<file path="config.mk">
export PLATFORM = sky130hd
export DESIGN_NAME = swc_sleep_wakeup_controller
export DESIGN_NICKNAME = d
export VERILOG_FILES = /design/src/verilog/swc_sleep_wakeup_controller.v
export VERILOG_INCLUDE_DIRS = /design/src /design/src/verilog
export SDC_FILE = /design/constraint.sdc
export NUM_CORES = 1
export LEC_CHECK = 0
export ABC_AREA = 0
export BUFFER_PORTS_ARGS = -buffer_cell sky130_fd_sc_hd__buf_4
export CAP_MARGIN = 5
export CORE_ASPECT_RATIO = 1.25
export CORE_UTILIZATION = 30
export DETAILED_ROUTE_END_ITERATION = 8
export SKIP_CTS_REPAIR_TIMING = 1
export SYNTH_ARGS = -nofsm -noshare
export SYNTH_HDL_FRONTEND = slang
export SYNTH_SLANG_ARGS = --single-unit
</file>
<file path="constraint.sdc">
create_clock -name aclk -period 6.9 [get_ports aclk]
set_clock_uncertainty 0.05 [all_clocks]
set_input_delay 0 -clock aclk [delete_from_list [all_inputs] [get_ports aclk]]
set_output_delay 0 -clock aclk [all_outputs]
set_load 0.01 [all_outputs]
</file>
<file path="src/verilog/swc_consts.vh">
/*
  Constants of the sleep and wake-up controller: register offsets, field
  positions, bus response codes, sleep mode indices and controller states.
  Assumes a 32-bit AXI4-Lite register bus and one 25 MHz clock.
*/
// Function
// Every non-masked interrupt is a synchronous wake source in accepting modes.
// Realtime counter, watchdog, external irqs, reset, wake pin, enabled async wakes wake.
// Sleep command carries mode index 0 idle through 6 shutdown; that mode entered.
// Modes 0 and 1 wake on both kinds; modes 2 to 5 async only.
// Frozen stops high-speed bus clocks; only peripheral bus interrupts wake it.
// In static mode watchdog wakes only if clocked from pre-enabled 32k crystal.
// Shutdown wakes only on external reset, wake pin or realtime counter.
// Peripheral clock request partially wakes modes stopping bus clocks, except shutdown.
// Partial wake starts only requested clocks and their source; others stay zero.
// Generic clocks are startable by the same request mechanism.
// A requested clock is delivered only after its source finished startup.
// Async wake during partial wake fully wakes without stopping granted clocks.
// Each request maskable in periph_power_ctrl; all unmasked after reset.
// Interrupt controller clock runs in partial wake; pending interrupt wakes fully.
// Software disables externally communicating modules before entering sleep.
// Full wake restores all clocks enabled before sleep and resumes the processor.
`ifndef SWC_CONSTS_VH
`define SWC_CONSTS_VH

`define SWC_OFF_CTRL 5'h00
`define SWC_OFF_STATUS 5'h04
`define SWC_OFF_ASYNC_WAKE_ENABLE 5'h08
`define SWC_OFF_PERIPH_POWER_CTRL 5'h0C
`define SWC_OFF_PBCLK 5'h10
`define SWC_OFF_GCLK 5'h14
`define SWC_OFF_SRC 5'h18

`define SWC_CTRL_GO 8
`define SWC_SRC_O32 4
`define SWC_O32_IDX 0

`define SWC_MODE_IDLE 3'h0
`define SWC_MODE_FROZEN 3'h1
`define SWC_MODE_STANDBY 3'h2
`define SWC_MODE_STATIC 3'h5
`define SWC_MODE_SHUTDOWN 3'h6

`define SWC_ST_RUN 2'h0
`define SWC_ST_SLEEP 2'h1
`define SWC_ST_WALK 2'h2

`define SWC_RESP_OKAY 2'h0
`define SWC_RESP_SLVERR 2'h2

`endif

</file>
<file path="src/verilog/swc_sleep_wakeup_controller.v">
/*
  Sleep-mode wake-up and partial-wake clock request controller.
  Assumes wake sources, clock requests and oscillator ready flags arrive
  from other domains; interrupt lines come from logic on aclk.
*/
// Implementation choices: the register addresses and register access over AXI4-Lite.
`include "swc_consts.vh"
`timescale 1ns/1ps
`default_nettype none

module swc_sleep_wakeup_controller #(
  parameter NP = 8,
  parameter NG = 4,
  parameter NS = 4,
  parameter NA = 8,
  parameter NI = 8
) (
  // Clock and reset.
  input wire aclk,
  input wire aresetn,
  // AXI4-Lite slave.
  input wire [4:0] s_axi_awaddr,
  input wire s_axi_awvalid,
  output reg s_axi_awready,
  input wire [31:0] s_axi_wdata,
  input wire [3:0] s_axi_wstrb,
  input wire s_axi_wvalid,
  output reg s_axi_wready,
  output reg [1:0] s_axi_bresp,
  output reg s_axi_bvalid,
  input wire s_axi_bready,
  input wire [4:0] s_axi_araddr,
  input wire s_axi_arvalid,
  output reg s_axi_arready,
  output reg [31:0] s_axi_rdata,
  output reg [1:0] s_axi_rresp,
  output reg s_axi_rvalid,
  input wire s_axi_rready,
  // Interrupt lines, already masked.
  input wire [NI-1:0] irq_hsb,
  input wire [NI-1:0] irq_pb,
  // Asynchronous wake sources.
  input wire async_realtime_counter_wake,
  input wire watchdog_unit_wake,
  input wire watchdog_on_crystal_32k,
  input wire external_irq_unit_wake,
  input wire ext_reset_wake,
  input wire wake_n,
  input wire [NA-1:0] async_wake,
  // Asynchronous clock requests and oscillator ready flags.
  input wire [NP-1:0] pb_clk_req,
  input wire [NG-1:0] gclk_req,
  input wire [NS-1:0] osc_ready,
  // Clock gating outputs.
  output reg cpu_clk_en,
  output reg high_speed_bus_clk_en,
  output reg intc_clk_en,
  output reg [NP-1:0] peripheral_bus_clk_en,
  output reg [NG-1:0] gclk_en,
  output reg [NS-1:0] osc_en,
  output reg partial_wake_state
);

  localparam ST_RUN = `SWC_ST_RUN;
  localparam ST_SLEEP = `SWC_ST_SLEEP;
  localparam ST_WALK = `SWC_ST_WALK;
  localparam SW = NP + NG + NS + NA + 5;

  function [NS-1:0] src_onehot;
    input [1:0] sel;
    begin
      src_onehot = {NS{1'b0}};
      src_onehot[sel] = 1'b1;
    end
  endfunction

  // Two-flop synchronisers for all inputs from other domains.
  wire [SW-1:0] raw_in;
  reg [SW-1:0] meta_reg;
  reg [SW-1:0] sync_reg;
  assign raw_in = {pb_clk_req, gclk_req, osc_ready, async_wake,
    async_realtime_counter_wake, watchdog_unit_wake, external_irq_unit_wake,
    ext_reset_wake, wake_n};
  always @(posedge aclk) begin
    if (!aresetn) begin
      meta_reg <= {{(SW-1){1'b0}}, 1'b1};
      sync_reg <= {{(SW-1){1'b0}}, 1'b1};
    end else begin
      meta_reg <= raw_in;
      sync_reg <= meta_reg;
    end
  end

  wire [NP-1:0] pb_req_s = sync_reg[SW-1 -: NP];
  wire [NG-1:0] gclk_req_s = sync_reg[SW-NP-1 -: NG];
  wire [NS-1:0] osc_ready_s = sync_reg[SW-NP-NG-1 -: NS];
  wire [NA-1:0] awake_s = sync_reg[NA+4:5];
  wire rtc_s = sync_reg[4];
  wire wdt_s = sync_reg[3];
  wire eint_s = sync_reg[2];
  wire rst_s = sync_reg[1];
  wire wake_n_s = sync_reg[0];
  reg wdt_o32_meta_reg;
  reg wdt_o32_reg;

  // Software registers.
  reg [2:0] mode_reg;
  reg [1:0] state_reg;
  reg [1:0] state_next;
  reg [NA-1:0] async_wake_enable_reg;
  reg [NP+NG-1:0] periph_power_ctrl_reg;
  reg [NP-1:0] pbclk_reg;
  reg [NG-1:0] gclk_reg;
  reg [1:0] src_reg;
  reg o32_reg;
  reg o32_entry_reg;

  // AXI write path.
  reg aw_hold_reg;
  reg w_hold_reg;
  reg [4:0] waddr_reg;
  reg [31:0] wdata_reg;
  reg [3:0] wstrb_reg;
  wire aw_take = s_axi_awvalid && s_axi_awready;
  wire w_take = s_axi_wvalid && s_axi_wready;
  wire aw_have = aw_hold_reg || aw_take;
  wire w_have = w_hold_reg || w_take;
  wire [4:0] wa = aw_hold_reg ? waddr_reg : s_axi_awaddr;
  wire [31:0] wd = w_hold_reg ? wdata_reg : s_axi_wdata;
  wire [3:0] ws = w_hold_reg ? wstrb_reg : s_axi_wstrb;
  wire wr_do = aw_have && w_have && !s_axi_bvalid;
  wire wr_hit = (wa == `SWC_OFF_CTRL) || (wa == `SWC_OFF_ASYNC_WAKE_ENABLE) ||
    (wa == `SWC_OFF_PERIPH_POWER_CTRL) || (wa == `SWC_OFF_PBCLK) ||
    (wa == `SWC_OFF_GCLK) || (wa == `SWC_OFF_SRC);
  wire go = wr_do && (wa == `SWC_OFF_CTRL) && ws[1] && wd[`SWC_CTRL_GO] &&
    (state_reg == ST_RUN) && (wd[2:0] <= `SWC_MODE_SHUTDOWN);

  always @(posedge aclk) begin
    if (!aresetn) begin
      s_axi_awready <= 1'b0;
      s_axi_wready <= 1'b0;
      s_axi_bvalid <= 1'b0;
      s_axi_bresp <= `SWC_RESP_OKAY;
      aw_hold_reg <= 1'b0;
      w_hold_reg <= 1'b0;
      waddr_reg <= 5'h00;
      wdata_reg <= 32'h00000000;
      wstrb_reg <= 4'h0;
    end else begin
      s_axi_awready <= !aw_have && !s_axi_bvalid;
      s_axi_wready <= !w_have && !s_axi_bvalid;
      if (aw_take) begin
        aw_hold_reg <= 1'b1;
        waddr_reg <= s_axi_awaddr;
      end
      if (w_take) begin
        w_hold_reg <= 1'b1;
        wdata_reg <= s_axi_wdata;
        wstrb_reg <= s_axi_wstrb;
      end
      if (wr_do) begin
        aw_hold_reg <= 1'b0;
        w_hold_reg <= 1'b0;
        s_axi_awready <= 1'b0;
        s_axi_wready <= 1'b0;
        s_axi_bvalid <= 1'b1;
        s_axi_bresp <= wr_hit ? `SWC_RESP_OKAY : `SWC_RESP_SLVERR;
      end else if (s_axi_bvalid && s_axi_bready) begin
        s_axi_bvalid <= 1'b0;
      end
    end
  end

  // Register writes; peripheral requests start unmasked.
  always @(posedge aclk) begin
    if (!aresetn) begin
      mode_reg <= `SWC_MODE_IDLE;
      async_wake_enable_reg <= {NA{1'b0}};
      periph_power_ctrl_reg <= {(NP+NG){1'b1}};
      pbclk_reg <= {NP{1'b1}};
      gclk_reg <= {NG{1'b0}};
      src_reg <= 2'h0;
      o32_reg <= 1'b0;
      o32_entry_reg <= 1'b0;
    end else begin
      if (go) begin
        mode_reg <= wd[2:0];
        o32_entry_reg <= o32_reg;
      end
      if (wr_do && ws[0]) begin
        if (wa == `SWC_OFF_ASYNC_WAKE_ENABLE)
          async_wake_enable_reg <= wd[NA-1:0];
        if (wa == `SWC_OFF_PERIPH_POWER_CTRL)
          periph_power_ctrl_reg <= wd[NP+NG-1:0];
        if (wa == `SWC_OFF_PBCLK)
          pbclk_reg <= wd[NP-1:0];
        if (wa == `SWC_OFF_GCLK)
          gclk_reg <= wd[NG-1:0];
        if (wa == `SWC_OFF_SRC) begin
          src_reg <= wd[1:0];
          o32_reg <= wd[`SWC_SRC_O32];
        end
      end
    end
  end

  // AXI read path.
  reg [31:0] rd_mux;
  reg rd_hit;
  always @* begin
    rd_mux = 32'h00000000;
    rd_hit = 1'b1;
    case (s_axi_araddr)
      `SWC_OFF_CTRL: rd_mux[2:0] = mode_reg;
      `SWC_OFF_STATUS: begin
        rd_mux[1:0] = state_reg;
        rd_mux[6:4] = mode_reg;
        rd_mux[8] = sync_reg[0];
      end
      `SWC_OFF_ASYNC_WAKE_ENABLE: rd_mux[NA-1:0] = async_wake_enable_reg;
      `SWC_OFF_PERIPH_POWER_CTRL: rd_mux[NP+NG-1:0] = periph_power_ctrl_reg;
      `SWC_OFF_PBCLK: rd_mux[NP-1:0] = pbclk_reg;
      `SWC_OFF_GCLK: rd_mux[NG-1:0] = gclk_reg;
      `SWC_OFF_SRC: begin
        rd_mux[1:0] = src_reg;
        rd_mux[`SWC_SRC_O32] = o32_reg;
      end
      default: rd_hit = 1'b0;
    endcase
  end

  always @(posedge aclk) begin
    if (!aresetn) begin
      s_axi_arready <= 1'b0;
      s_axi_rvalid <= 1'b0;
      s_axi_rdata <= 32'h00000000;
      s_axi_rresp <= `SWC_RESP_OKAY;
    end else begin
      s_axi_arready <= !s_axi_rvalid && !s_axi_arready;
      if (s_axi_arvalid && s_axi_arready) begin
        s_axi_arready <= 1'b0;
        s_axi_rvalid <= 1'b1;
        s_axi_rdata <= rd_mux;
        s_axi_rresp <= rd_hit ? `SWC_RESP_OKAY : `SWC_RESP_SLVERR;
      end else if (s_axi_rvalid && s_axi_rready) begin
        s_axi_rvalid <= 1'b0;
      end
    end
  end

  // Wake decision.
  wire [2:0] mode_eff = go ? wd[2:0] : mode_reg;
  wire deep = (mode_eff >= `SWC_MODE_STANDBY);
  wire shut = (mode_eff == `SWC_MODE_SHUTDOWN);
  wire wdt_ok = wdt_s && ((mode_reg != `SWC_MODE_STATIC) ||
    (wdt_o32_reg && o32_entry_reg));
  wire async_any = rtc_s || wdt_ok || eint_s || rst_s || !wake_n_s ||
    (|(awake_s & async_wake_enable_reg));
  wire shut_wake = rst_s || !wake_n_s || rtc_s;
  wire sync_wake = (mode_reg == `SWC_MODE_IDLE) ? (|irq_hsb || |irq_pb) :
    (mode_reg == `SWC_MODE_FROZEN) ? |irq_pb : 1'b0;
  wire full_wake = shut ? shut_wake : (async_any || sync_wake);
  wire [NP-1:0] pb_want = pb_req_s & periph_power_ctrl_reg[NP-1:0];
  wire [NG-1:0] g_want = gclk_req_s & periph_power_ctrl_reg[NP+NG-1:NP];
  wire any_want = |pb_want || |g_want;
  wire irq_pend = |irq_hsb || |irq_pb;
  wire src_up = |(osc_ready_s & src_onehot(src_reg));

  always @* begin
    state_next = state_reg;
    case (state_reg)
      ST_RUN: if (go) state_next = ST_SLEEP;
      ST_SLEEP: begin
        if (full_wake)
          state_next = ST_RUN;
        else if (deep && !shut && any_want)
          state_next = irq_pend ? ST_RUN : ST_WALK;
      end
      ST_WALK: begin
        if (async_any || irq_pend)
          state_next = ST_RUN;
        else if (!any_want)
          state_next = ST_SLEEP;
      end
      default: state_next = ST_RUN;
    endcase
  end

  // Per-clock grants wait for the source to be running.
  wire [NP-1:0] pb_grant;
  wire [NG-1:0] g_grant;
  genvar i;
  generate
    for (i = 0; i < NP; i = i + 1) begin : g_pb
      assign pb_grant[i] = pb_want[i] && src_up;
    end
    for (i = 0; i < NG; i = i + 1) begin : g_gc
      assign g_grant[i] = g_want[i] && src_up;
    end
  endgenerate

  wire run_n = (state_next == ST_RUN);
  wire sleep_n = (state_next == ST_SLEEP);
  wire walk_n = (state_next == ST_WALK);
  wire light = (mode_eff <= `SWC_MODE_FROZEN);
  wire [NS-1:0] o32_mask = o32_reg ? ({{(NS-1){1'b0}}, 1'b1} <<
    `SWC_O32_IDX) : {NS{1'b0}};

  always @(posedge aclk) begin
    if (!aresetn) begin
      state_reg <= ST_RUN;
      wdt_o32_meta_reg <= 1'b0;
      wdt_o32_reg <= 1'b0;
      cpu_clk_en <= 1'b1;
      high_speed_bus_clk_en <= 1'b1;
      intc_clk_en <= 1'b1;
      peripheral_bus_clk_en <= {NP{1'b0}};
      gclk_en <= {NG{1'b0}};
      osc_en <= {NS{1'b0}};
      partial_wake_state <= 1'b0;
    end else begin
      state_reg <= state_next;
      wdt_o32_meta_reg <= watchdog_on_crystal_32k;
      wdt_o32_reg <= wdt_o32_meta_reg;
      cpu_clk_en <= run_n;
      high_speed_bus_clk_en <= run_n ||
        (sleep_n && mode_eff == `SWC_MODE_IDLE);
      intc_clk_en <= run_n || walk_n || (sleep_n && light);
      partial_wake_state <= walk_n;
      if (run_n) begin
        peripheral_bus_clk_en <= pbclk_reg | pb_grant;
        gclk_en <= gclk_reg | g_grant;
        osc_en <= src_onehot(src_reg) | o32_mask;
      end else if (walk_n) begin
        peripheral_bus_clk_en <= pb_grant;
        gclk_en <= g_grant;
        osc_en <= src_onehot(src_reg) | o32_mask;
      end else if (light) begin
        peripheral_bus_clk_en <= pbclk_reg;
        gclk_en <= gclk_reg;
        osc_en <= src_onehot(src_reg) | o32_mask;
      end else begin
        peripheral_bus_clk_en <= {NP{1'b0}};
        gclk_en <= {NG{1'b0}};
        osc_en <= shut ? {NS{1'b0}} : o32_mask;
      end
    end
  end

endmodule

`default_nettype wire

</file>
==> impl_metrics.csv <==
group,metric,value,unit
finish,drive_above_1_share,19.61,%
clock_network,cts_tree,"built",
logic_synthesis,netlist_area,0.006421,sq mm
logic_synthesis,synth_edf_count,0,
finish,syn_to_final_growth,35.11,%
logic_synthesis,yosys.area.top_type,"dfxtp_1",
sta,maxSlewHeadroom,22.57,%
finish,diodes,0,
routing,wl_met1,7809,um
finish,utilization,41.53,%
global_routing,grt.total_usage,15.64,%
status,status,"finished with violations",
routing,vias,5422,
global_routing,antenna_found_initial,0,
power,p_per_area,248.7,mW/mm^2
logic_synthesis,yosys-top-cells-count,"161 x dfxtp_1, 96 x nand2_1, 64 x and2_1",
worst_setup_path,required,7.22,ns
power,seqPwrFrac,45.7,%
power,sw_frac_of_total,23.60,%
sta,fmax,257.6,MHz
logic_synthesis,yosys_warnings,0,
clock_network,clock-sinks,161,
power,intPower,0.001648,W
worst_setup_path,reg2reg_slack,3.02,ns
logic_synthesis,yosysMostFrequentCell,"dfxtp_1",
worst_setup_path,cp.depth,8,
placement,place_congestion,0.8541,
power,p_sw,0.0005093,W
worst_setup_path,critPathMaxFanout,20,
power,power_frac_clock,45.2,%
floorplanning,fp.coreArea,0.02089,sq mm
floorplanning,io_pins,160,
sta,tns,0,ns
global_routing,grt_max_degree,67,
worst_setup_path,worst-path-buf-inv,1,
worst_setup_path,startpoint_type,"flip-flop",
finish,nFillCells,2049,
sta,setup_viol,0,
routing,drt_iter0_markers,312,
routing,dr.pass1.iters,5,
placement,hpwl,12150,um
worst_setup_path,r2r-start,"w_hold_reg$_SDFFE_PP0P_",
routing,via_per_inst,4.731,
status,violations,"negative hold slack",
logic_synthesis,synth_top_area_share,50.19,%
routing,routedWlPerCell,14.99,um
power,ir_worst_vdd,0.1771,mV
sta,min_period,3.882,ns
floorplanning,initial_utilization,30.74,%
sta,fin_crit_sh,56.27,%
worst_setup_path,critPathTopFamily,"compound AO/OA/AOI/OAI gates",
power,comb_power_share,9.1,%
sta,worst_hold_slack,-0.003124,ns
routing,ant_nets,0,
worst_setup_path,cp_slowest_cell,"dfxtp_1",
logic_synthesis,syn_area_per_cell,9.266,sq um
routing,dr.max_layer_used,"met4",
sta,worstMarginPinSlew,1.157,ns
global_routing,grt_overflow,0,
clock_network,cts-root-buf,"clkbuf_16",
clock_network,htreeDepth,4,
worst_setup_path,reg2regPathDepth,8,
clock_network,cts.clk_slew.worst_paths,0.07,ns
placement,portBuffers,115,
worst_setup_path,critPathKind,"flip-flop to flip-flop",
worst_setup_path,end_kind,"flip-flop",
logic_synthesis,synthFlopType,"dfxtp_1",
logic_synthesis,synth.yosys.seq_area_share,50.19,%
logic_synthesis,netlist_instances,693,
clock_network,cts_buffer_depth,2,
sta,drv_slew,0,
logic_synthesis,ys_types,54,
power,p_leak,3.347,nW
clock_network,insertion_delay,0.43,ns
routing,dr_wl_met2,8255,um
worst_hold_path,min-delay-start,"s_axi_araddr[4]",
global_routing,grt_pass1_wl,26390,um
routing,wl_met3,718,um
routing,wl,17180,um
global_routing,grt_pass1_vias,4816,
flow_run,drv_cap,0,
logic_synthesis,ys_seq_elements,161,
worst_setup_path,crit_top_cell,"a32o_1",
floorplanning,die_w,132.9,um
logic_synthesis,synth_area_leaders,"dfxtp_1 50%, and2_1 6.2%, nand2_1 5.6%",
worst_setup_path,cp_cell_sequence,"a21oi_1 > a2111oi_4 > nor4b_2 > buf_4 > mux2_4 > o311ai_2 > a32o_1 > a32o_1",
worst_setup_path,worstPathArrival,4.20,ns
floorplanning,fp-row-count,59,
logic_synthesis,async_flop_share,0,%
finish,fin_nets,959,
floorplanning,dieHeight,165.6,um
sta,hold_viol_final,1,
routing,drc,0,
worst_setup_path,slowest_delay,0.87,ns
worst_hold_path,whs_path_depth,3,
clock_network,cts_buffers,17,
worst_setup_path,crit_start,"w_hold_reg$_SDFFE_PP0P_",
worst_hold_path,min_path_type,"primary input to flip-flop",
sta,rsz0062_at_grt,"no",
floorplanning,dieArea,0.02200,sq mm
-- worst reg2reg max path: cells and delay by family, from the launching register on --
| kind | cells | cell delay [ns] |
|---|---|---|
| multiplexers | 1 | 0.38 |
| AND/OR/NAND/NOR | 1 | 0.29 |
| buffers and inverters | 1 | 0.25 |
| AO/OA/AOI/OAI | 5 | 1.98 |
| flip-flops | 1 | 0.87 |
-- power by group through the flow --
stage,registers [W],clock network (W),logic (W)
finish,0.000985,0.000975,0.000197
global route,0.000989,0.00104,0.000216
CTS,0.000985,0.000997,0.000170
detailed placement,0.00101,0,0.000169
global placement,0.00101,0,0.000168
floorplan,0.000999,0,0.000103
-- metal layers --
metal | vias up | track usage, %
met2 | 152 | 25.32
met1 | 2523 | 20.00
met5 | - | 0
met3 | 22 | 3.571
met4 | 0 | 6.531
li1 | 2725 | -
-- worst paths after layout --
path / endpoint
worst min register to register: sync_reg[0]$_SDFF_PN1_
worst max-delay path: peripheral_bus_clk_en[2]$_SDFF_PN0_
worst min-delay path: s_axi_rdata[3]$_SDFFE_PN0P_
worst max register to register: peripheral_bus_clk_en[2]$_SDFF_PN0_
-- cell type report --
type | count | area [sq um] | share of cell area (%)
Sequential cell | 161 | 3223 | 37.15
Tap cell | 274 | 342.8 | 3.952
Inverter | 5 | 18.77 | 0.2163
Clock inverter | 13 | 173.9 | 2.005
Clock buffer | 18 | 439.2 | 5.062
Timing Repair Buffer | 183 | 1531 | 17.65
Multi-Input combinational cell | 492 | 2947 | 33.96
-- layout by cell type, fill, tap and decap left out, types with 3 or more instances in the layout --
master and n:
dfxtp_1 161, buf_4 120, nand2_1 96, and2_1 64
dlygate4sd3_1 63, nor2_1 51, a21oi_1 42, mux2i_1 31
conb_1 22, o21ai_0 20, nand3_1 18, clkbuf_16 17
a22oi_1 16, a211oi_1 14, mux2_2 12, nor2b_1 9
a32o_1 9, a221oi_1 8, nor3b_1 7, nor3_1 7
nor4_1 7, and3_1 6, nand4_1 5, a31oi_1 5
nor4b_1 5, inv_1 4, a222oi_1 4, nand2b_1 4
inv_6 4, bufinv_16 3
-- cells by family after synthesis --
| logic type | after synthesis | share of synthesized area [%] |
|---|---|---|
| muxes | 44 | 7.171 |
| and+or+nand+nor | 292 | 22.93 |
| xor gates and xnor gates | 2 | 0.2728 |
| buffers and inverters | 61 | 5.183 |
| other | 1 | 0.05840 |
| AOI/OAI and AO/OA | 132 | 14.19 |
| DFF | 161 | 50.19 |
-- stage by stage --
stage	power [W]	worst slack (ns)	std cells	instance area, sq um
global placement	0.001174	3.001	1052	7432
global route	0.002246	2.625	1146	8676
detailed placement	0.001175	3.011	1052	7432
floorplan	0.001102	3.896	714	6500
CTS	0.002152	2.981	1083	8045
finish	0.002158	3.018	1146	8676
(Power assumes the default switching activity.)
